File: config.mk
export PLATFORM = sky130hd
export DESIGN_NAME = pbar_regs_top
export DESIGN_NICKNAME = d
export VERILOG_FILES = /design/src/pkg/pbar_pkg.sv /design/src/pbar_boot_decode.sv /design/src/pbar_region_slot.sv /design/src/pbar_regs_top.sv
export VERILOG_INCLUDE_DIRS = /design/src /design/src/pkg
export SDC_FILE = /design/constraint.sdc
export NUM_CORES = 1
export LEC_CHECK = 0
export BUFFER_PORTS_ARGS = -buffer_cell sky130_fd_sc_hd__buf_4
export CORE_MARGIN = 2
export CORE_UTILIZATION = 55
export CTS_CLUSTER_SIZE = 20
export DETAILED_ROUTE_END_ITERATION = 10
export PLACE_DENSITY = 0.73
export REMOVE_ABC_BUFFERS = 1
export SLEW_MARGIN = 10
export SYNTH_ARGS = -nofsm -noshare
export SYNTH_HDL_FRONTEND = slang
export SYNTH_SLANG_ARGS = --single-unit
File: constraint.sdc
create_clock -name ref_clk -period 3.5 [get_ports ref_clk]
set_clock_uncertainty 0.05 [all_clocks]
set_input_delay 0.875 -clock ref_clk [delete_from_list [all_inputs] [get_ports ref_clk]]
set_output_delay 0.875 -clock ref_clk [all_outputs]
set_load 0.1 [all_outputs]
File: src/pkg/pbar_consts.svh
// Offsets, field positions, reset values and limits for the base address register bank
`ifndef PBAR_CONSTS_SVH
`define PBAR_CONSTS_SVH

// Configuration offsets of the six base address registers
`define PBAR_OFF_REGION0    8'h10
`define PBAR_OFF_REGION1    8'h14
`define PBAR_OFF_REGION2    8'h18
`define PBAR_OFF_REGION3    8'h1c
`define PBAR_OFF_REGION4    8'h20
`define PBAR_OFF_REGION5    8'h24

// Field positions
`define PBAR_BIT_SPACE      0
`define PBAR_BIT_BELOW_MEG  1
`define PBAR_BIT_TYPE_HIGH  2
`define PBAR_BIT_PREFETCH   3
`define PBAR_BIT_WIDTH_HI   31
`define PBAR_BIT_WIDTH_LO   30

// Reset values
`define PBAR_REGION0_RESET  32'hffffffc1
`define PBAR_REGION0_MASK   32'hffffffc0
`define PBAR_BASE_RESET     32'hffffffff

// Mask bits always present: largest memory region 512M, largest I/O region 256
`define PBAR_MEM_FORCED     32'he0000000
`define PBAR_IO_FORCED      32'hffffff00
// Smallest regions: 16 bytes memory, 4 bytes I/O
`define PBAR_MEM_LOW_CLEAR  32'hfffffff0
`define PBAR_IO_LOW_CLEAR   32'hfffffffc

`endif

File: src/pkg/pbar_pkg.sv
// Types shared by the base address register bank
package pbar_pkg;

   // Decoded setup of one region, as loaded from boot memory
   typedef struct packed {
      logic        enabled;
      logic        isIo;
      logic        prefetch;
      logic        belowMeg;
      logic [1:0]  busWidth;
      logic [31:0] mask;
   } pbar_region_cfg_t;

   // One configuration access
   typedef struct packed {
      logic        valid;
      logic        write;
      logic [7:0]  offset;
      logic [3:0]  byteEn;
      logic [31:0] data;
   } pbar_cfg_req_t;

endpackage

File: src/pbar_boot_decode.sv
// Turns a raw boot value into a region setup
`timescale 1ns/1ps
`default_nettype none
`include "pbar_consts.svh"

module pbar_boot_decode (
   // Boot side
   input  wire logic                      bootPresent,
   input  wire logic                      isRegionZero,
   input  wire logic [31:0]               bootData,
   // Decoded setup
   output pbar_pkg::pbar_region_cfg_t     regionCfg
);
   import pbar_pkg::*;

   logic enabled;
   logic isIo;

   // Zero value or missing memory decodes as disabled; with memory missing the slot never loads it
   assign enabled = bootPresent && (bootData != 32'h00000000);      // [RULE_12]
   assign isIo    = bootData[`PBAR_BIT_SPACE];                       // [RULE_06] [RULE_07]

   // Mask bits enabled one by one; sizes outside the range cannot occur
   always_comb begin
      regionCfg          = '0;
      regionCfg.enabled  = enabled;
      regionCfg.isIo     = isIo;
      if (enabled) begin
         if (isIo) begin
            regionCfg.mask = (bootData | `PBAR_IO_FORCED) & `PBAR_IO_LOW_CLEAR;   // [RULE_09] [RULE_14]
         end else begin
            regionCfg.mask = (bootData | `PBAR_MEM_FORCED) & `PBAR_MEM_LOW_CLEAR; // [RULE_09] [RULE_13]
            // Upper type bit is dropped, so 64-bit and reserved types never appear
            regionCfg.belowMeg = bootData[`PBAR_BIT_BELOW_MEG];      // [RULE_01] [RULE_02] [RULE_03] [RULE_16]
            // Region zero never reports prefetchable
            regionCfg.prefetch = bootData[`PBAR_BIT_PREFETCH] && !isRegionZero; // [RULE_16]
         end
         if (!isRegionZero) begin
            regionCfg.busWidth = bootData[`PBAR_BIT_WIDTH_HI:`PBAR_BIT_WIDTH_LO]; // [RULE_15]
         end
      end
   end

endmodule
`default_nettype wire

File: src/pbar_region_slot.sv
// One implemented base address register: setup, stored base and decode
`timescale 1ns/1ps
`default_nettype none
`include "pbar_consts.svh"

module pbar_region_slot #(
   parameter bit IS_ZERO = 1'b0
) (
   // Clock and reset
   input  wire logic                      ref_clk,
   input  wire logic                      rst,
   // Boot load
   input  wire logic                      loadEn,
   input  wire pbar_pkg::pbar_region_cfg_t loadCfg,
   // Configuration write
   input  wire logic                      wrEn,
   input  wire logic [3:0]                wrByteEn,
   input  wire logic [31:0]               wrData,
   // Address probe
   input  wire logic [31:0]               probeAddr,
   input  wire logic                      probeIo,
   // Results
   output pbar_pkg::pbar_region_cfg_t     cfg_reg,
   output logic [31:0]                    readWord,
   output logic                           hit
);
   import pbar_pkg::*;

   logic [31:0] base_reg;
   logic [31:0] base_next;

   // Setup: region zero starts as 64-byte I/O, others disabled with attributes cleared
   always_ff @(posedge ref_clk) begin
      if (rst) begin
         cfg_reg <= '0;                                               // [RULE_05]
         if (IS_ZERO) begin
            cfg_reg.enabled <= 1'b1;                                  // [RULE_18]
            cfg_reg.isIo    <= 1'b1;
            cfg_reg.mask    <= `PBAR_REGION0_MASK;
         end
      end else if (loadEn) begin
         cfg_reg <= loadCfg;                                          // [RULE_05] [RULE_19]
      end
   end

   // Only mask-enabled bits of lanes being written change
   always_comb begin
      base_next = base_reg;
      for (int b = 0; b < 4; b++) begin
         if (wrByteEn[b]) begin
            base_next[b*8 +: 8] = wrData[b*8 +: 8];
         end
      end
      base_next = (base_next & cfg_reg.mask) | (base_reg & ~cfg_reg.mask); // [RULE_20]
   end

   // Stored base
   always_ff @(posedge ref_clk) begin
      if (rst) begin
         base_reg <= `PBAR_BASE_RESET;
      end else if (wrEn) begin
         base_reg <= base_next;
      end
   end

   // Read image: address bits under mask plus fixed low attribute bits
   always_comb begin
      readWord = 32'h00000000;                                        // [RULE_11]
      if (cfg_reg.enabled) begin
         if (cfg_reg.isIo) begin
            readWord = (base_reg & cfg_reg.mask) | 32'h00000001;      // [RULE_07] [RULE_08] [RULE_10] [RULE_14]
         end else begin
            readWord = base_reg & cfg_reg.mask;                       // [RULE_06] [RULE_13] [RULE_20]
            readWord[`PBAR_BIT_PREFETCH]  = cfg_reg.prefetch;         // [RULE_16]
            readWord[`PBAR_BIT_TYPE_HIGH] = 1'b0;                     // [RULE_02] [RULE_03]
            readWord[`PBAR_BIT_BELOW_MEG] = cfg_reg.belowMeg;         // [RULE_01]
         end
      end
   end

   // Decode against the placed region
   assign hit = cfg_reg.enabled && (cfg_reg.isIo == probeIo) &&
                (((probeAddr ^ base_reg) & cfg_reg.mask) == 32'h00000000); // [RULE_08]

endmodule
`default_nettype wire

File: src/pbar_regs_top.sv
// Base address register bank on the configuration path with boot loading and decode
//
// Function
// RULE_01 - Type 00 anywhere, 01 below one megabyte
// RULE_02 - 64-bit memory type never presented
// RULE_03 - Reserved type 11 never used
// RULE_04 - Boot data leaves upper type bit clear
// RULE_05 - Below-meg bit reset, then boot reloaded
// RULE_06 - Bit zero low means memory space
// RULE_07 - Bit zero high means I/O space
// RULE_08 - I/O bits 31:2 place the region
// RULE_09 - Boot value enables address bits individually
// RULE_10 - I/O bit one reads zero
// RULE_11 - Disabled register reads all zeros
// RULE_12 - Zero boot value or no memory disables; with no boot memory the load is skipped and the region keeps its setup
// RULE_13 - Memory sizing reads 16 bytes to 512M
// RULE_14 - I/O sizing reads 4 to 256, bit0 set
// RULE_15 - Top boot bits select region bus width
// RULE_16 - Boot sets prefetch and type attribute bits
// RULE_17 - Sixth register always reads zero
// RULE_18 - Region zero resets as 64-byte I/O
// RULE_19 - Region zero may boot into memory space
// RULE_20 - Writes touch masked bits; reads add attributes
`timescale 1ns/1ps
`default_nettype none
`include "pbar_consts.svh"

module pbar_regs_top #(
   parameter int NUM_REGIONS = 5
) (
   // Clock and reset
   input  wire logic                      ref_clk,
   input  wire logic                      rst,
   // Configuration access
   input  wire pbar_pkg::pbar_cfg_req_t   cfgReq,
   output logic                           cfgAck,
   output logic                           cfgClaim,
   output logic [31:0]                    cfgRdata,
   // Boot memory load
   input  wire logic                      bootPresent,
   input  wire logic                      bootValid,
   input  wire logic [2:0]                bootIndex,
   input  wire logic [31:0]               bootData,
   // Address decode
   input  wire logic                      probeValid,
   input  wire logic [31:0]               probeAddr,
   input  wire logic                      probeIo,
   output logic [NUM_REGIONS-1:0]         regionHit,
   // Region status
   output logic [NUM_REGIONS-1:0]         regionEnabled,
   output logic [NUM_REGIONS-1:0]         regionIsIo,
   output logic [2*NUM_REGIONS-1:0]       regionWidth
);
   import pbar_pkg::*;

   pbar_region_cfg_t            bootCfg;
   pbar_region_cfg_t            slotCfg [NUM_REGIONS];
   logic [31:0]                 slotWord [NUM_REGIONS];
   logic [NUM_REGIONS-1:0]      slotHit;
   logic [NUM_REGIONS-1:0]      slotWrite;
   logic [NUM_REGIONS-1:0]      slotLoad;
   logic [2:0]                  accessIndex;
   logic                        accessMapped;
   logic [31:0]                 cfgRdata_next;
   logic                        cfgClaim_next;

   // Shared decoder: boot loads arrive one value at a time
   pbar_boot_decode u_boot_decode (
      .bootPresent  (bootPresent),
      .isRegionZero (bootIndex == 3'h0),
      .bootData     (bootData),
      .regionCfg    (bootCfg)
   );

   // Offset to register index; region five is claimed but holds nothing
   always_comb begin
      accessIndex  = 3'h0;
      accessMapped = 1'b1;
      case (cfgReq.offset)
         `PBAR_OFF_REGION0: accessIndex = 3'h0;
         `PBAR_OFF_REGION1: accessIndex = 3'h1;
         `PBAR_OFF_REGION2: accessIndex = 3'h2;
         `PBAR_OFF_REGION3: accessIndex = 3'h3;
         `PBAR_OFF_REGION4: accessIndex = 3'h4;
         `PBAR_OFF_REGION5: accessIndex = 3'h5;                       // [RULE_17]
         default: begin
            accessMapped = 1'b0;
         end
      endcase
   end

   // One slot per implemented register
   for (genvar g = 0; g < NUM_REGIONS; g++) begin : g_slot
      assign slotWrite[g] = cfgReq.valid && cfgReq.write && accessMapped && (accessIndex == 3'(g)); // [RULE_20]
      // Loads only take place with boot memory present
      assign slotLoad[g]  = bootValid && bootPresent && (bootIndex == 3'(g)); // [RULE_05] [RULE_19]

      pbar_region_slot #(
         .IS_ZERO (g == 0)
      ) u_slot (
         .ref_clk   (ref_clk),
         .rst       (rst),
         .loadEn    (slotLoad[g]),
         .loadCfg   (bootCfg),
         .wrEn      (slotWrite[g]),
         .wrByteEn  (cfgReq.byteEn),
         .wrData    (cfgReq.data),
         .probeAddr (probeAddr),
         .probeIo   (probeIo),
         .cfg_reg   (slotCfg[g]),
         .readWord  (slotWord[g]),
         .hit       (slotHit[g])
      );
   end

   // Read data: unimplemented and unmapped offsets answer zero
   always_comb begin
      cfgRdata_next = 32'h00000000;                                   // [RULE_17]
      cfgClaim_next = cfgReq.valid && accessMapped;
      if (cfgReq.valid && !cfgReq.write && accessMapped) begin
         for (int i = 0; i < NUM_REGIONS; i++) begin
            if (accessIndex == 3'(i)) begin
               cfgRdata_next = slotWord[i];                           // [RULE_11] [RULE_13] [RULE_14]
            end
         end
      end
   end

   // Answer one cycle after the access, back to back allowed
   always_ff @(posedge ref_clk) begin
      if (rst) begin
         cfgAck   <= 1'b0;
         cfgClaim <= 1'b0;
         cfgRdata <= 32'h00000000;
      end else begin
         cfgAck   <= cfgReq.valid;
         cfgClaim <= cfgClaim_next;
         cfgRdata <= cfgRdata_next;
      end
   end

   // Registered decode result, cleared when nothing is probed
   always_ff @(posedge ref_clk) begin
      if (rst) begin
         regionHit <= '0;
      end else begin
         regionHit <= probeValid ? slotHit : '0;
      end
   end

   // Registered status copies for the pass-through side
   always_ff @(posedge ref_clk) begin
      if (rst) begin
         regionEnabled <= '0;
         regionIsIo    <= '0;
         regionWidth   <= '0;
      end else begin
         for (int i = 0; i < NUM_REGIONS; i++) begin
            regionEnabled[i]     <= slotCfg[i].enabled;               // [RULE_12]
            regionIsIo[i]        <= slotCfg[i].isIo;
            regionWidth[2*i +: 2] <= slotCfg[i].busWidth;             // [RULE_15]
         end
      end
   end

endmodule
`default_nettype wire
Yosys cells after proc, flatten, opt, wreduce, memory -nomap -nowiden
Cells that the tools add are included.
{ "word_totals": {"reg_bits": 409, "inputBits": 119, "out_inout_bits": 59, "word_cells": 180} }
{ "op_classes": {"n_eq_ne": 19, "n_mux": 41, "n_bitwise": 37, "n_reduce_logical": 41} }
{ "ops": {"columns": ["operator", "count"], "rows": [
  ["bitwise AND 32 bit", 20],
  ["2-to-1 mux 32 bit", 10],
  ["zero test 32 bit", 5],
  ["2-to-1 mux 8 bit", 20],
  ["inverter 32 bit", 5],
  ["OR 32 bit", 5],
  ["XOR 32 bit", 5],
  ["2-to-1 mux 36 bit", 1],
  ["== test 8 x 5 -> 1 bit, second input constant", 4],
  ["nonzero test 32 bit", 1],
  ["2-to-1 mux 29 bit", 1],
  ["logical AND 1 bit", 28],
  ["2-to-1 mux 4 bit", 5],
  ["== test 8 x 6 -> 1 bit, second input constant", 2],
  ["case mux 3 bit (5 select lines)", 1],
  ["== test 3 x 2 -> 1 bit, second input constant", 4],
  ["== test 3 x 1 -> 1 bit, second input constant", 2],
  ["== test 3 bit, second input constant", 2],
  ["zero test 3 bit", 2],
  ["OR reduction 6 bit", 1],
  ["== test 1 bit", 5],
  ["2-to-1 mux 2 bit", 2],
  ["OR reduction 2 bit", 2],
  ["zero test 1 bit", 2],
  ["other kinds (2)", 3]
]} }

Longest topological paths before layout
Gate-level depths: netlist of the first run.
{ "logic_depth": {"ltp_word": 8, "mapped_depth": 9, "ltp_nobuf": 5} }

By module
From an unflattened synthesis of the first run, not the netlist that was laid out.
{ "unflattened": {"cells_unflattened": 2079, "area_unflattened_um2": 20534.7} }
{ "modules_own_cells": {"columns": ["mod", "n_inst", "cells_each", "area_each_um2", "seq_area_each_um2"], "rows": [
  ["pbar_region_slot at g_slot[1].u_slot ...", 4, 328, 3344.5, 1401.3],
  ["pbar_region_slot at g_slot[0].u_slot", 1, 331, 3394.5, 1401.3],
  ["pbar_regs_top", 1, 380, 3367.0, 1181.1],
  ["pbar_boot_decode", 1, 56, 395.4, 0.0]
]} }

Worst setup path after synthesis of the first run
OpenSTA, ideal clock, no wires.
{ "synth_path": {"path_type": "in2reg", "from": "input port cfgReq[37] (netlist name)", "to": "register (tool-made name)", "setup_time_ns": 0.122, "arrival_ns": 2.602, "required_ns": 3.328, "setup_slack_ns": 0.726, "cell_stages": 8, "path_buffers": 3, "path_cell_list": "or4_4 > buf_6 > nor4b_4 > and2_1 > buf_4 > buf_6 > a21boi_2 > a311o_1"} }
{ "synth_rtl": {"columns": ["item", "line", "text"], "rows": [
  ["from (decl)", "pbar_regs_top.sv:35", "input wire pbar_pkg::pbar_cfg_req_t cfgReq,"]
]} }

==> flow_metrics.py, run 1 <==
metrics = {
    "status": {
        "outcome": "finished, final reports clean",
    },
    "cells_and_area": {
        "drive_gt1_frac": 0.165,
        "fin_nets": 2088,
        "stdcell_area_sq_um": 20100,
        "post-route-util": 0.657,
        "area_delta_synth_final_pct": 17.7,
        "fillers": 2565,
    },
    "placement": {
        "dp_slack_ns": 0.307,
        "placed_area_sq_um": 18700,
        "io_buffers": 173,
        "dp_hpwl_um": 43700,
        "place.gp.congestion": 0.997,
    },
    "min_path": {
        "min_from": "g_slot[0].u_slot.cfg_reg[35]",
        "hold_path_class": "reg -> reg",
    },
    "sta": {
        "slew-limit-headroom": 0.370,
        "finalWorstSetupSlack_ns": 0.783,
        "rsz0062_at_grt": "no",
        "whs_ns": 0.386,
        "min_period_ns": 2.72,
        "fmax_mhz": 368,
        "slew_viol_final": 0,
        "hold_viol_final": 0,
        "setup_viol": 0,
        "finalCritPeriodShare": 0.776,
        "worst_pin_slew_ns": 0.936,
    },
    "worst_setup_path": {
        "critPathArrivalTime_ns": 3.08,
        "cp-end-kind": "flip-flop",
        "cp.required_ns": 3.87,
        "max_stage_delay_ns": 0.66,
        "critPathLaunchType": "input pin",
        "worst-setup-path-type": "in -> reg",
        "cp-startpoint": "cfgReq[37]",
        "slowest_stage": "or4_4",
        "crit_path_cell_trace": "buf_4, or4_4, nor4b_4, and2_1, a21boi_0, a311o_1",
        "crit_fanout": 14,
    },
    "floorplan": {
        "die-area_sq_um": 32500,
        "die_x_um": 180,
        "core.rowCount": 64,
        "io_pins": 178,
        "coreArea_sq_um": 30600,
        "die_h_um": 180,
        "initial_core_util": 0.558,
    },
    "global_routing": {
        "grt_pass1_vias": 15300,
        "grt_overflow": 0,
        "grt_usage": 0.381,
        "antenna_found_initial": 2,
        "grt_max_degree": 157,
        "grt_pass1_wl_um": 94700,
    },
    "route": {
        "drt_iter0_drc": 2163,
        "wl_met1_um": 24500,
        "top_layer": "met5",
        "ant_nets": 0,
        "vias": 16300,
        "wl_met2_um": 28100,
        "routed_wl_um": 64300,
        "viasPerCell": 6.80,
        "wl_per_cell_um": 26.9,
        "route.detailed.drc": 0,
        "met3_length_um": 8290,
        "firstDrtPassIters": 9,
    },
    "yosys": {
        "synth_most_common_cell": "dfxtp_1",
        "synth_common_cells": "374 x dfxtp_1, 172 x nor2_1, 142 x a211oi_1",
        "ys_async_sr_fraction": 0,
        "synth-edff-count": 0,
        "ys_types": 57,
        "synth_ff_type": "dfxtp_1",
        "synthesis.area_sq_um": 17100,
        "synth_area_leaders": "dfxtp_1 44%, xor2_1 6.9%, a211oi_1 6.2%",
        "synthCells": 1868,
        "yosysTopAreaCell": "dfxtp_1",
        "synth_top_cell_area_share": 0.439,
        "ys_ff_latch": 374,
        "yosysWarnings": 0,
        "synth_area_per_cell_sq_um": 9.14,
        "seq_area_frac_synth": 0.439,
    },
    "clocking": {
        "cts_sinks": 374,
        "htree_levels": 2,
        "worstSkewPairLatency_ns": 0.53,
        "cts_setup_buffers": 0,
        "cts_tree": "yes",
        "cts-buffers-inserted": 40,
        "root_buffer": "clkbuf_16",
        "max-clock-path-buffers": 3,
        "path_clk_slew_ns": 0.06,
        "hold_buffers": 0,
        "cts_resized": 0,
    },
    "pwr": {
        "leakagePower_nw": 7.07,
        "power_density_nw_per_um2": 472,
        "ir_drop_v": 0.000286,
    },
    "run": {
        "max_cap_viol_count": 0,
    },
}
cell type report:
type / count / area, sq um / share of cell area
Multi-Input combinational cell: 1315 / 8860 / 0.441
Sequential cell: 374 / 7490 / 0.373
Timing Repair Buffer: 230 / 1850 / 0.0919
Clock buffer: 55 / 1160 / 0.0577
Tap cell: 396 / 495 / 0.0247
Clock inverter: 16 / 213 / 0.0106
Inverter: 8 / 30.0 / 0.00149
Antenna cell: 1 / 2.50 / 0.000125
power by group:
part           internal (mW)  leakage, nW  switching (mW)  total, mW
registers               4.29         3.03          0.0513       4.35
logic                  0.223         3.37           0.456      0.679
clock network           2.68        0.672            1.78       4.46
cells by family (layout without fill, tap and decap cells):
kind of cell / count (synthesis) / count (layout) / synth area share
AO/OA/AOI/OAI: 621 / 621 / 0.274
AND/OR/NAND/NOR: 534 / 534 / 0.160
flip-flops: 374 / 374 / 0.439
buffers and inverters: 179 / 309 / 0.0448
XOR/XNOR: 155 / 155 / 0.0795
multiplexers: 5 / 5 / 0.00293
other: 0 / 1 / 0
worst max-delay path: cells and delay by family:
family | cells | cell delay [ns]
buffers and inverters | 1 | 0.12
AO/OA/AOI/OAI | 2 | 0.55
AND/OR/NAND/NOR | 3 | 1.53
cell usage in the layout (no fill, tap or decap), types with 37 or more instances in the layout:
cell type and n:
a211o_1 37, a211oi_1 142, a21boi_0 67, a21oi_1 72, a311o_1 76, a31oi_1 117, and3_1 40, buf_4 220
clkbuf_16 41, dfxtp_1 374, nand2_1 108, nand3_1 46, nand4_1 44, nor2_1 171, nor2b_1 40, xor2_1 135
path summary, 6_finish.rpt:
kind | endpoint | slack [ns] | cells past startpoint
setup / recovery | flip-flop | 0.78 | 6
hold / removal | g_slot[0].u_slot.cfg_reg[35] | 0.39 | 2
setup reg to reg | regionHit[4] | 1.14 | 5
hold reg to reg | g_slot[0].u_slot.cfg_reg[35] | 0.39 | 2
routing by layer:
layer,track usage,vias to the layer above
met5,0,-
met3,0.0914,222
met4,0.183,2
li1,-,7201
met1,0.505,7781
met2,0.585,1084
through the flow:
stage	setup TNS [ns]	std cells	total power [mW]
after global placement	0	2323	5.08
after global routing	0	2394	9.68
after floorplan	-73.95	1697	4.67
after detailed placement	0	2323	5.09
final	0	2395	9.49
after CTS	0	2394	9.46
Note: power is estimated with default switching activity, not from simulation.
==> inputs of run 2 (changes only) <==
CORE_UTILIZATION = 53   (was 55)
PLACE_DENSITY = 0.74   (was 0.73)
clock period = 2.18 ns   (was 3.5 ns; I/O delays follow)
==> run 2 against run 1 <==
  * Via count is 4.7% higher
  * Setup slack worse by 0.71 ns
  * Clock power is 56% higher
  * Sequential cell count stayed put
  * First-iteration DRC count is 8.2% higher
  * Count of clock-buffer cells in the layout is 5 higher
  * Wire length is 2.9% higher
  * Sequential power is 60% higher
  * Largest cell class unchanged
==> flow_metrics.py, run 2 (same netlist as run 1, synthesis figures left out) <==
metrics = {
    "floorplan": {
        "io_pins": 178,
        "die_h_um": 183,
        "core.rowCount": 65,
        "die-area_sq_um": 33700,
        "initial_core_util": 0.540,
        "coreArea_sq_um": 31600,
        "die_x_um": 183,
    },
    "route": {
        "firstDrtPassIters": 6,
        "viasPerCell": 6.74,
        "vias": 17100,
        "wl_met1_um": 25200,
        "routed_wl_um": 66200,
        "top_layer": "met5",
        "route.detailed.drc": 0,
        "met3_length_um": 8230,
        "wl_per_cell_um": 26.2,
        "drt_iter0_drc": 2341,
        "wl_met2_um": 28900,
        "ant_nets": 0,
    },
    "placement": {
        "dp_hpwl_um": 46900,
        "io_buffers": 173,
        "dp.cells": 2457,
        "place.gp.congestion": 0.986,
    },
    "global_routing": {
        "grt_pass1_wl_um": 98400,
        "grt_max_degree": 127,
        "grt_overflow": 0,
        "antenna_found_initial": 2,
        "grt_usage": 0.387,
        "grt_pass1_vias": 16200,
    },
    "worst_setup_path": {
        "max_stage_delay_ns": 0.65,
        "critPathLaunchType": "input pin",
        "worst-setup-path-type": "in -> reg",
        "path_buf_inv": 4,
        "path_common_cell": "buf_4",
        "r2r_end": "regionHit[1]",
        "critPathTopFamily": "simple AND/OR/NAND/NOR gates",
        "r2r_setup_slack_ns": 0.11,
        "critPathArrivalTime_ns": 2.54,
        "cp-end-kind": "flip-flop",
        "ff2ff_path_depth": 6,
        "crit_fanout": 12,
        "slowest_stage": "or4_4",
        "crit_path_cell_trace": "buf_4, or4_4, buf_4, nor2_1, and3_4, buf_12, a31oi_1, a31oi_1, buf_4",
        "cp.required_ns": 2.61,
    },
    "sta": {
        "fmax_mhz": 474,
        "slew-limit-headroom": 0.457,
        "whs_ns": 0.211,
        "finalCritPeriodShare": 0.969,
        "setup_viol": 0,
        "hold_viol_final": 0,
        "worst_pin_slew_ns": 0.815,
        "min_period_ns": 2.11,
        "slew_viol_final": 0,
        "rsz0062_at_grt": "yes",
    },
    "clocking": {
        "max-clock-path-buffers": 3,
        "cts_sinks": 374,
        "cts-buffers-inserted": 41,
        "cts_resized": 0,
        "worstSkewPairLatency_ns": 0.54,
        "cts_setup_buffers": 0,
        "path_clk_slew_ns": 0.06,
        "cts_tree": "yes",
        "root_buffer": "clkbuf_16",
        "hold_buffers": 0,
        "htree_levels": 2,
    },
    "cells_and_area": {
        "drive_gt1_frac": 0.215,
        "ff_latch_area_sq_um": 7490,
        "fillers": 2530,
        "fin_nets": 2217,
        "multiInputGateArea_sq_um": 8870,
        "area_delta_synth_final_pct": 25.1,
        "stdcell_count": 2530,
        "final_common_cell": "dfxtp_1",
        "layout.cells.most_common_list": "374 x dfxtp_1, 322 x buf_4, 171 x nor2_1, 142 x a211oi_1, 135 x xor2_1",
        "antenna-diode-count": 0,
    },
    "min_path": {
        "hold_path_class": "in -> reg",
        "hold_depth": 2,
        "min_from": "cfgReq[29]",
    },
    "pwr": {
        "power_density_nw_per_um2": 709,
        "ir_drop_v": 0.000483,
        "total_power_mw": 15.2,
        "leakagePower_nw": 7.79,
    },
    "status": {
        "outcome": "finished, final reports clean",
    },
    "run": {
        "max_cap_viol_count": 0,
    },
}
==> run 2: cell types whose count changed in the layout (fill, tap and decap cells not counted), moves of 2 or more <==
cell | before | now
buf_12 | 9 | 35
buf_4 | 220 | 322
bufinv_16 | 5 | 2
clkbuf_1 | 6 | 9
clkbuf_16 | 41 | 43
==> run 2: final cells by class <==
class,count,share of cell area
clock buffers,60,0.0571
clock inverters,13,0.00580
inverters,8,0.00141
multi-input cells,1315,0.415
flip-flops and latches,374,0.350
well taps,402,0.0235
repair buffers,358,0.147
==> run 2: worst reg2reg max path: cells and delay by family (launching register included) <==
family                    cells  cell delay (ns)
AOI/OAI and AO/OA             2             0.64
xor gates and xnor gates      1             0.16
buffers and inverters         1             0.21
DFF                           1             0.33
and+or+nand+nor               2             0.62
==> run 2: where the power goes <==
part	leakage, nW	internal, mW	total, mW	switching (mW)
Combinational	4.11	0.440	1.21	0.767
Clock	0.662	4.12	6.97	2.86
Sequential	3.03	6.90	6.98	0.0822
Total	7.79	11.5	15.2	3.70
==> run 2: how the worst max path moves through the flow <==
stage	to	from	cells past startpoint	slack, ns
after CTS	cfgRdata[11]	cfgReq[37]	8	0.04
after global routing	flip-flop	cfgReq[37]	7	-0.02
after detailed placement	cfgRdata[11]	cfgReq[37]	8	-0.49
final	cfgRdata[7]	cfgReq[37]	9	0.07
after floorplan	g_slot[1].u_slot.cfg_reg[10]	bootValid	3	-3.19
after global placement	cfgRdata[11]	cfgReq[37]	8	-0.50
==> run 2: through the flow <==
stage,instance area (sq um),setup slack [ns],utilization,setup TNS [ns]
6_report,21400,0.0684,0.675,0
5_1_grt,21400,-0.0207,0.675,-0.0207
4_1_cts,21400,0.0392,0.675,0
3_5_place_dp,20000,-0.495,0.632,-64.50
3_3_place_gp,20000,-0.497,0.632,-59.01
2_1_floorplan,16300,-3.19,-,-192.48
==> run 2: routing by layer <==
layer,vias up,GRT usage
met2,1230,0.603
met5,-,0
li1,7459,-
met3,261,0.0848
met1,8098,0.508
met4,2,0.194
